--- config.mk ---
export PLATFORM = sky130hd
export DESIGN_NAME = pdf_freq_ctrl
export DESIGN_NICKNAME = d
export VERILOG_FILES = /design/src/verilog/pdf_pkg.sv /design/src/verilog/pdf_freq_ctrl.sv /design/src/verilog/pdf_divider.sv
export SDC_FILE = /design/constraint.sdc
export NUM_CORES = 1
export LEC_CHECK = 0
export BUFFER_PORTS_ARGS = -buffer_cell sky130_fd_sc_hd__buf_2
export CORE_MARGIN = 1
export CORE_UTILIZATION = 50
export CTS_BUF_LIST = sky130_fd_sc_hd__clkbuf_8
export DETAILED_ROUTE_END_ITERATION = 8
export PLACE_DENSITY = 0.73
export REMOVE_ABC_BUFFERS = 1
export SYNTH_ARGS = -nofsm -noshare
export SYNTH_HDL_FRONTEND = slang
export SYNTH_SLANG_ARGS = --single-unit
--- constraint.sdc ---
create_clock -name sys_clk -period 3.3 [get_ports sys_clk]
set_clock_uncertainty 0.1 [all_clocks]
set_input_delay 0.165 -clock sys_clk [delete_from_list [all_inputs] [get_ports sys_clk]]
set_output_delay 0.165 -clock sys_clk [all_outputs]
set_load 0.005 [all_outputs]
--- src/verilog/pdf_pkg.sv ---
/*
 Shared constants for the clock frequency control block: register
 offsets, field positions, reset value, ratio codes and decode functions.
 Assumes a single 250 MHz system clock domain.
*/
package pdf_pkg;

   // Register port geometry
   localparam int          ADDR_W        = 8;
   localparam int          DATA_W        = 16;
   localparam logic [7:0]  OFS_FREQ_CTRL = 8'h00;
   localparam logic [7:0]  OFS_STATUS    = 8'h04;

   // Frequency control register layout
   localparam logic [15:0] FREQ_CTRL_RST = 16'h0102;
   localparam int          MULT_HI       = 15;
   localparam int          MULT_MID      = 5;
   localparam int          MULT_LO       = 4;
   localparam int          CORE_HI       = 14;
   localparam int          CORE_MID      = 3;
   localparam int          CORE_LO       = 2;
   localparam int          PERI_HI       = 13;
   localparam int          PERI_MID      = 1;
   localparam int          PERI_LO       = 0;
   localparam int          RSV_ONE_BIT   = 8;

   // Status register layout
   localparam int          STAT_PER_LSB  = 0;
   localparam int          STAT_LOCK_BIT = 8;
   localparam int          STAT_SETL_BIT = 9;
   localparam int          STAT_MODE_LSB = 10;

   // Three-bit ratio codes, written {hi, mid, lo}
   localparam logic [2:0]  CODE_X1       = 3'h0;
   localparam logic [2:0]  CODE_X2       = 3'h1;
   localparam logic [2:0]  CODE_X3       = 3'h4;
   localparam logic [2:0]  CODE_X4       = 3'h2;
   localparam logic [2:0]  CODE_X6       = 3'h5;

   // Clock modes: bus clock pin input with the second PLL off, and two with the second PLL at x4
   localparam logic [2:0]  MODE_PIN_IN   = 3'h7;
   localparam logic [2:0]  MODE_X4A      = 3'h1;
   localparam logic [2:0]  MODE_X4B      = 3'h2;

   // Bus clock period measurement and lock model
   localparam int          PER_W         = 8;
   localparam logic [7:0]  PER_MAX       = 8'hff;
   localparam logic [7:0]  PER_TOL       = 8'h01;
   localparam logic [2:0]  LOCK_PERIODS  = 3'h4;
   localparam logic [1:0]  STRAP_WAIT    = 2'h3;

   typedef enum logic [1:0] {
      ST_RUN    = 2'b01,
      ST_SETTLE = 2'b10
   } pdf_state_e;

   function automatic logic [2:0] pdf_field(input logic [15:0] w, input int hi,
                                            input int mid, input int lo);
      pdf_field = {w[hi], w[mid], w[lo]};
   endfunction : pdf_field

   // Reserved codes fall back to x1; their effect is left undefined
   function automatic logic [2:0] pdf_mult(input logic [2:0] code);
      unique case (code)
         CODE_X2: pdf_mult = 3'h2;
         CODE_X3: pdf_mult = 3'h3;
         CODE_X4: pdf_mult = 3'h4;
         default: pdf_mult = 3'h1;
      endcase
   endfunction : pdf_mult

   function automatic logic [2:0] pdf_div(input logic [2:0] code, input logic six_ok);
      unique case (code)
         CODE_X2: pdf_div = 3'h2;
         CODE_X3: pdf_div = 3'h3;
         CODE_X4: pdf_div = 3'h4;
         CODE_X6: pdf_div = six_ok ? 3'h6 : 3'h1;
         default: pdf_div = 3'h1;
      endcase
   endfunction : pdf_div

endpackage : pdf_pkg

--- src/verilog/pdf_freq_ctrl.sv ---
/*
 Frequency control of the clock pulse generator: the clock frequency
 control register, a model of the first PLL as a tick stream locked to
 the bus clock pin, and the core and peripheral dividers as clock
 enables on sys_clk. Assumes the bus clock pin runs well below sys_clk,
 that an external settling watchdog answers settle_start with a
 same-clock overflow pulse, and that rstn is the power-on reset.

// Operation
// - Register is 16 bits; only word writes are taken, byte writes ignored.
// - Power-on reset loads default; manual reset and standby keep contents.
// - Multiplier field bits 15,5,4: 000 x1, 001 x2, 100 x3, 010 x4.
// - Core divider bits 14,3,2: 000 1, 001 1/2, 100 1/3, 010 1/4.
// - Peripheral divider bits 13,1,0: same codes plus 101 for 1/6.
// - Bits 12 to 9, 7 and 6 read zero; software writes zero.
// - Bit 8 reads one; software writes one.
// - PLL output is bus clock times multiplier; it feeds both dividers.
// - Core clock equals bus clock times multiplier times core ratio.
// - Peripheral clock equals bus clock times multiplier times peripheral ratio.
// - Second PLL state and multiplier come only from mode pins.
// - In pin-input mode the bus clock pin is an input feeding the PLL.
// - Multiplier change stops clocks until watchdog overflow, then resumes.
// - Divider-only change takes effect at once without settling.
*/
`timescale 1ns/1ps
module pdf_freq_ctrl
   import pdf_pkg::*;
(
   // Clock and power-on reset
   input  wire logic              sys_clk,
   input  wire logic              rstn,
   // Register port
   input  wire logic [ADDR_W-1:0] reg_addr,
   input  wire logic [DATA_W-1:0] reg_wdata,
   input  wire logic              reg_wr,
   input  wire logic              reg_rd,
   input  wire logic              reg_word,
   output logic      [DATA_W-1:0] reg_rdata,
   // Bus clock pin, two-way
   input  wire logic              bus_clock_pin_i,
   output logic                   bus_clock_pin_o,
   output logic                   bus_clock_pin_oe,
   // Clock mode pins
   input  wire logic [2:0]        mode_pins,
   // Settling watchdog
   output logic                   settle_start,
   input  wire logic              settle_overflow,
   // Generated clock enables and status
   output logic                   pll_clk_en,
   output logic                   core_clk_en,
   output logic                   periph_clk_en,
   output logic                   cpu_pause,
   output logic                   pll_locked,
   output logic                   pll2_on,
   output logic      [2:0]        pll2_mult
);

   // Register fields
   logic [2:0]  mult_code_r;
   logic [2:0]  core_code_r;
   logic [2:0]  peri_code_r;
   logic [15:0] freq_word;

   // Pins and straps
   logic        bclk_s1_r;
   logic        bclk_s2_r;
   logic        bclk_s3_r;
   logic        bclk_rise;
   logic [2:0]  mode_s1_r;
   logic [2:0]  mode_s2_r;
   logic [2:0]  mode_r;
   logic [1:0]  strap_cnt_r;
   logic        strap_done_r;

   // PLL model
   logic [PER_W-1:0] per_cnt_r;
   logic [PER_W-1:0] period_r;
   logic [PER_W-1:0] per_meas;
   logic [2:0]       lock_cnt_r;
   logic             per_close;
   logic [PER_W:0]   acc_r;
   logic [PER_W:0]   acc_nxt;
   logic             pll_tick_nxt;
   logic [2:0]       mult_val;
   logic [2:0]       core_val;
   logic [2:0]       peri_val;

   // Sequencing
   pdf_state_e  state_r;
   logic        freq_hit;
   logic        stat_hit;
   logic        word_wr;
   logic        mult_change;
   logic        run_clocks;

   // Field defaults split out at elaboration, so reset loads plain constants
   localparam logic [2:0] MULT_RST = pdf_field(FREQ_CTRL_RST, MULT_HI, MULT_MID, MULT_LO);
   localparam logic [2:0] CORE_RST = pdf_field(FREQ_CTRL_RST, CORE_HI, CORE_MID, CORE_LO);
   localparam logic [2:0] PERI_RST = pdf_field(FREQ_CTRL_RST, PERI_HI, PERI_MID, PERI_LO);

   // Register decode
   assign freq_hit = (reg_addr == OFS_FREQ_CTRL);
   assign stat_hit = (reg_addr == OFS_STATUS);
   assign word_wr  = reg_wr && freq_hit && reg_word;
   assign mult_change = word_wr &&
      (pdf_field(reg_wdata, MULT_HI, MULT_MID, MULT_LO) != mult_code_r);

   // Power-on reset only; no manual reset or standby input touches these
   always_ff @(posedge sys_clk or negedge rstn)
   begin
      if (!rstn)
      begin
         mult_code_r <= MULT_RST;
         core_code_r <= CORE_RST;
         peri_code_r <= PERI_RST;
      end
      else if (word_wr)
      begin
         // Codes stored as written, reserved ones included
         mult_code_r <= pdf_field(reg_wdata, MULT_HI, MULT_MID, MULT_LO);
         core_code_r <= pdf_field(reg_wdata, CORE_HI, CORE_MID, CORE_LO);
         peri_code_r <= pdf_field(reg_wdata, PERI_HI, PERI_MID, PERI_LO);
      end
   end

   // Reassemble the scattered fields; reserved bits are constants
   always_comb
   begin
      freq_word              = 16'h0000;
      freq_word[RSV_ONE_BIT] = 1'b1;
      freq_word[MULT_HI]     = mult_code_r[2];
      freq_word[MULT_MID]    = mult_code_r[1];
      freq_word[MULT_LO]     = mult_code_r[0];
      freq_word[CORE_HI]     = core_code_r[2];
      freq_word[CORE_MID]    = core_code_r[1];
      freq_word[CORE_LO]     = core_code_r[0];
      freq_word[PERI_HI]     = peri_code_r[2];
      freq_word[PERI_MID]    = peri_code_r[1];
      freq_word[PERI_LO]     = peri_code_r[0];
   end

   // Read data stand only in the cycle after the strobe
   always_ff @(posedge sys_clk or negedge rstn)
   begin
      if (!rstn)
         reg_rdata <= 16'h0000;
      else if (reg_rd && freq_hit)
         reg_rdata <= freq_word;
      else if (reg_rd && stat_hit)
      begin
         reg_rdata                                <= 16'h0000;
         reg_rdata[STAT_PER_LSB +: PER_W]         <= period_r;
         reg_rdata[STAT_LOCK_BIT]                 <= pll_locked;
         reg_rdata[STAT_SETL_BIT]                 <= cpu_pause;
         reg_rdata[STAT_MODE_LSB +: 3]            <= mode_r;
      end
      else
         reg_rdata <= 16'h0000;
   end

   // Bus clock pin synchroniser; rise is taken from the second and third stages
   always_ff @(posedge sys_clk or negedge rstn)
   begin
      if (!rstn)
      begin
         bclk_s1_r <= 1'b0;
         bclk_s2_r <= 1'b0;
         bclk_s3_r <= 1'b0;
      end
      else
      begin
         bclk_s1_r <= bus_clock_pin_i;
         bclk_s2_r <= bclk_s1_r;
         bclk_s3_r <= bclk_s2_r;
      end
   end

   assign bclk_rise = bclk_s2_r && !bclk_s3_r;

   // Only the pin-input mode is built here, so the pin is never driven
   assign bus_clock_pin_o  = 1'b0;
   assign bus_clock_pin_oe = 1'b0;

   // Mode pins synchronised, then held once sampled after reset release
   always_ff @(posedge sys_clk or negedge rstn)
   begin
      if (!rstn)
      begin
         mode_s1_r <= 3'h0;
         mode_s2_r <= 3'h0;
      end
      else
      begin
         mode_s1_r <= mode_pins;
         mode_s2_r <= mode_s1_r;
      end
   end

   always_ff @(posedge sys_clk or negedge rstn)
   begin
      if (!rstn)
      begin
         strap_cnt_r  <= 2'h0;
         strap_done_r <= 1'b0;
         mode_r       <= MODE_PIN_IN;
      end
      else if (!strap_done_r)
      begin
         strap_cnt_r <= strap_cnt_r + 2'h1;
         if (strap_cnt_r == STRAP_WAIT)
         begin
            strap_done_r <= 1'b1;
            mode_r       <= mode_s2_r;
         end
      end
   end

   // Second PLL follows the mode straps alone
   always_ff @(posedge sys_clk or negedge rstn)
   begin
      if (!rstn)
      begin
         pll2_on   <= 1'b0;
         pll2_mult <= 3'h1;
      end
      else
      begin
         pll2_on   <= (mode_r != MODE_PIN_IN);
         pll2_mult <= (mode_r == MODE_X4A || mode_r == MODE_X4B) ? 3'h4 : 3'h1;
      end
   end

   // Bus clock period in sys_clk cycles; saturation means the clock stopped
   assign per_meas  = per_cnt_r + 8'h01;
   assign per_close = (per_meas >= period_r) ? (per_meas - period_r <= PER_TOL)
                                             : (period_r - per_meas <= PER_TOL);

   always_ff @(posedge sys_clk or negedge rstn)
   begin
      if (!rstn)
         per_cnt_r <= 8'h00;
      else if (bclk_rise)
         per_cnt_r <= 8'h00;
      else if (per_cnt_r != PER_MAX)
         per_cnt_r <= per_cnt_r + 8'h01;
   end

   always_ff @(posedge sys_clk or negedge rstn)
   begin
      if (!rstn)
      begin
         period_r   <= PER_MAX;
         lock_cnt_r <= 3'h0;
      end
      else if (per_cnt_r == PER_MAX)
         lock_cnt_r <= 3'h0;
      else if (bclk_rise)
      begin
         period_r <= per_meas;
         if (!per_close)
            lock_cnt_r <= 3'h0;
         else if (lock_cnt_r != LOCK_PERIODS)
            lock_cnt_r <= lock_cnt_r + 3'h1;
      end
   end

   assign pll_locked = (lock_cnt_r == LOCK_PERIODS);

   // PLL output: mult ticks per measured bus clock period
   assign mult_val = pdf_mult(mult_code_r);
   assign core_val = pdf_div(core_code_r, 1'b0);
   assign peri_val = pdf_div(peri_code_r, 1'b1);

   always_comb
   begin
      acc_nxt      = acc_r + {{(PER_W-2){1'b0}}, mult_val};
      pll_tick_nxt = 1'b0;
      if (acc_nxt >= {1'b0, period_r})
      begin
         acc_nxt      = acc_nxt - {1'b0, period_r};
         pll_tick_nxt = 1'b1;
      end
   end

   // Reserved codes are not trapped; the PLL then runs at x1
   always_ff @(posedge sys_clk or negedge rstn)
   begin
      if (!rstn)
      begin
         acc_r      <= '0;
         pll_clk_en <= 1'b0;
      end
      else if (!pll_locked)
      begin
         acc_r      <= '0;
         pll_clk_en <= 1'b0;
      end
      else
      begin
         acc_r      <= acc_nxt;
         pll_clk_en <= pll_tick_nxt;
      end
   end

   // Settling sequence after a multiplier rewrite
   always_ff @(posedge sys_clk or negedge rstn)
   begin
      if (!rstn)
         state_r <= ST_RUN;
      else
      begin
         unique case (state_r)
            ST_RUN:
               if (mult_change)
                  state_r <= ST_SETTLE;
            ST_SETTLE:
               if (settle_overflow && !mult_change)
                  state_r <= ST_RUN;
            default:
               state_r <= ST_RUN;
         endcase
      end
   end

   // A rewrite to a new multiplier during settling restarts the watchdog
   always_ff @(posedge sys_clk or negedge rstn)
   begin
      if (!rstn)
         settle_start <= 1'b0;
      else
         settle_start <= mult_change;
   end

   assign cpu_pause  = (state_r == ST_SETTLE);
   // Divider-only writes never enter settling, so they act at once
   assign run_clocks = (state_r == ST_RUN) && !mult_change;

   // Both dividers take the same PLL tick stream
   pdf_divider u_core_div (
      .sys_clk  (sys_clk),
      .rstn     (rstn),
      .tick_in  (pll_clk_en),
      .ratio    (core_val),
      .run      (run_clocks),
      .tick_out (core_clk_en)
   );

   pdf_divider u_periph_div (
      .sys_clk  (sys_clk),
      .rstn     (rstn),
      .tick_in  (pll_clk_en),
      .ratio    (peri_val),
      .run      (run_clocks),
      .tick_out (periph_clk_en)
   );

endmodule : pdf_freq_ctrl

--- src/verilog/pdf_divider.sv ---
/*
 Tick divider: passes one of every N input ticks as a one-cycle output
 tick. Assumes ticks and ratio come from logic on the same clock.
*/
`timescale 1ns/1ps
module pdf_divider
   import pdf_pkg::*;
(
   // Clock and reset
   input  wire logic       sys_clk,
   input  wire logic       rstn,
   // Input tick stream
   input  wire logic       tick_in,
   input  wire logic [2:0] ratio,
   input  wire logic       run,
   // Divided tick
   output logic            tick_out
);

   logic [2:0] cnt_r;
   logic       hit;

   // A compare rather than a reload lets a new ratio act at once
   assign hit = (cnt_r >= ratio - 3'h1);

   always_ff @(posedge sys_clk or negedge rstn)
   begin
      if (!rstn)
         cnt_r <= 3'h0;
      else if (tick_in)
         cnt_r <= hit ? 3'h0 : cnt_r + 3'h1;
   end

   always_ff @(posedge sys_clk or negedge rstn)
   begin
      if (!rstn)
         tick_out <= 1'b0;
      else
         tick_out <= tick_in && hit && run;
   end

endmodule : pdf_divider

==> flow_summary.yaml <==
outcome:
  outcome: "complete, but fails checks"
  violations: "negative setup slack"
synth:
  synth.most_common_cell: "dfrtp_1"
  synthArstFlopShare: 1.00
  ys_types: 55
  synth_seq_area_share: 0.438
  synth_top_flop_cell: "dfrtp_1"
  synth_edf_count: 0
  ys_seq_elements: 83
  synth_cells: 475
  ys_warn_count: 0
  synthTopCellsByArea: "dfrtp_1 36%, ha_1 10%, dfstp_2 7.7%"
  ys_top_cells_by_count: "69 x dfrtp_1, 39 x ha_1, 38 x a21oi_1"
  synth_top_area_frac: 0.361
  syn_area_mm2: 0.00478
  synth_top_area_cell: "dfrtp_1"
  synth_area_per_cell_um2: 10.1
cts:
  cts_tree: "yes"
  htree_levels: 3
  path_clk_slew_ps: 100
  numCtsBuffers: 9
  clock_path_buffers: 2
  clk_latency_ps: 370
  cts_root_buffer: "clkbuf_8"
  clock-sinks: 83
sta:
  finalCritPeriodShare: 1.01
  rsz0062_at_grt: "true"
  tightest_slew_ps: 997
  drv_slew: 0
  setup_ws_ps: -47.5
  clock.fmax_ghz: 0.299
  setup-violations-final: 10
  min_period_ps: 3350
  final_hold_viol_count: 0
  relSlewSlack: 0.336
finish:
  drive_gt1_frac: 0.301
  area_growth_pct: 25.1
  n_antenna_cell: 0
  stdcell_count: 720
  fin_area_mm2: 0.00598
  fin_nets: 663
critical_path:
  cp-end-kind: "flop"
  path_class: "flop to flop"
  reg2reg_from: "mult_code_r[0]$_DFFE_PN0P_"
  path_max_fanout: 4
  r2r_end: "acc_r[4]$_DFF_PN0_"
  reg2regPathDepth: 13
  cp-start-kind: "flop"
  cp_data_required_time_ps: 3440
  startpoint: "mult_code_r[0]$_DFFE_PN0P_"
  arrival_ps: 3480
  r2r_slack_ps: -50
  crit_end: "acc_r[4]$_DFF_PN0_"
global_routing:
  grt_overflow: 0
  grt_pass1_wl_um: 17800
  globalRouteTotalUtil: 0.227
  grt_pass1_vias: 3892
  antenna_found_initial: 0
  grt_max_degree: 84
placement:
  place_worst_setup_slack_ps: -147
  post-place-cells: 682
  gp_congestion: 0.905
  io_buffers: 51
  hpwl_um: 7580
  placed_cell_area_mm2: 0.00542
power:
  pwr_density_cell_mw_per_mm2: 532
  irDropWorstVdd_uv: 307
  p_leak_nw: 2.95
floorplanning:
  die_y_um: 99.8
  die_x_um: 99.8
  coreArea_mm2: 0.00924
  pin_count: 62
  die-area_mm2: 0.00995
  rows: 35
  start_util: 0.517
drt:
  wl_per_cell_um: 15.1
  viasPerCell: 5.31
  drt_iter0_markers: 176
  totalWireLength_um: 10900
  dr_total_vias: 3826
  ant_nets: 0
  drt-pass1-iter-count: 4
  drcViolationCount: 0
flow_run:
  max-cap-violations: 0
min_path:
  hold_path.class: "input port to flop"
what timing repair did:
item	CTS	global route
endpoints found under the setup margin	13	13
hold buffers	14	0
setup buffers	4	4
endpoints found under the hold margin	82	0
pin swaps	2	12
gates resized for setup	7	36
metal layers:
metal / GRT usage / share of wire
met5: 0 / 0
met1: 0.277 / 0.44
met4: 0.0758 / 0.023
met3: 0.0394 / 0.038
met2: 0.406 / 0.50
cell families after synthesis:
family	share of synthesized area
flip-flops	0.438
other	0.000785
AND/OR/NAND/NOR	0.151
buffers and inverters	0.0453
XOR/XNOR	0.0642
AO/OA/AOI/OAI	0.130
adder cells (fa/ha/maj)	0.119
multiplexers	0.0518
final cells by class:
cell class | instances | area [um2]
Fill cell | 684 | 3260
Clock inverter | 6 | 55.1
Inverter | 37 | 139
Multi-Input combinational cell | 343 | 2640
Sequential cell | 83 | 2100
Tap cell | 129 | 161
Timing Repair Buffer | 112 | 751
Clock buffer | 10 | 138
sequential cells by signal, summed over array words and instances (netlist names), 2 cells and up:
register,count
peri_code_r,3
pll2_mult,2
mode_s1_r,3
period_r,8
mode_r,3
reg_rdata,16
lock_cnt_r,3
mult_code_r,3
acc_r,9
u_core_div.cnt_r,3
mode_s2_r,3
strap_cnt_r,2
core_code_r,3
state_r,2
u_periph_div.cnt_r,3
per_cnt_r,8
stage by stage:
stage	hold WS [ps]	total power, mW	utilization	TNS [ps]
after floorplan	-231	1.87	-	-167
after global placement	174	2.23	0.587	-186
after detailed placement	174	2.26	0.587	-909
after CTS	42.0	3.05	0.628	0
after global routing	80.2	3.34	0.647	-1670
final	59.3	3.18	0.647	-332
critical path, stage by stage, from the launching register on:
cell and delay (ps):
dfrtp_1 440, xor2_1 210, nand2b_1 90, ha_2 190, fa_2 570, ha_4 210
nor2b_4 120, o21ai_2 190, a21boi_2 110, o21a_1 190, o21a_1 210, o31a_1 340
o21ai_1 160, a21oi_1 80
report_power, final:
group | switching (mW) | internal (mW)
sequential | 0.0603 | 1.09
combinational | 0.675 | 0.637
clock | 0.406 | 0.310
cells in the final DEF, fill, tap and decap left out, drive strengths merged, types with 7 or more instances in the layout:
master,n
and3,8
o21ai,21
nor2,35
mux2,14
xor2,13
dfrtp,69
nand4,8
mux2i,9
inv,41
xnor2,22
buf,98
nor2b,8
ha,39
nor3,11
nand3,24
a21o,8
nand2b,7
a21oi,38
dfstp,14
clkbuf,10
dlygate4sd3,14
nand2,22
how the worst min path moves through the flow:
| stage | to | slack, ps | start | depth (start not counted) |
|---|---|---|---|---|
| 2_1_floorplan | acc_r[0]$_DFF_PN0_ | -230 | rstn | 0 |
| 3_3_place_gp | bclk_s1_r$_DFF_PN0_ | 170 | bus_clock_pin_i | 1 |
| 3_5_place_dp | mode_s1_r[0]$_DFF_PN0_ | 170 | mode_pins[0] | 1 |
| 4_1_cts | state_r[0]$_DFFE_PN1P_ | 40 | settle_overflow | 3 |
| 5_1_grt | state_r[0]$_DFFE_PN1P_ | 80 | settle_overflow | 3 |
| 6_report | state_r[0]$_DFFE_PN1P_ | 60 | settle_overflow | 3 |
(Power assumes the default switching activity.)
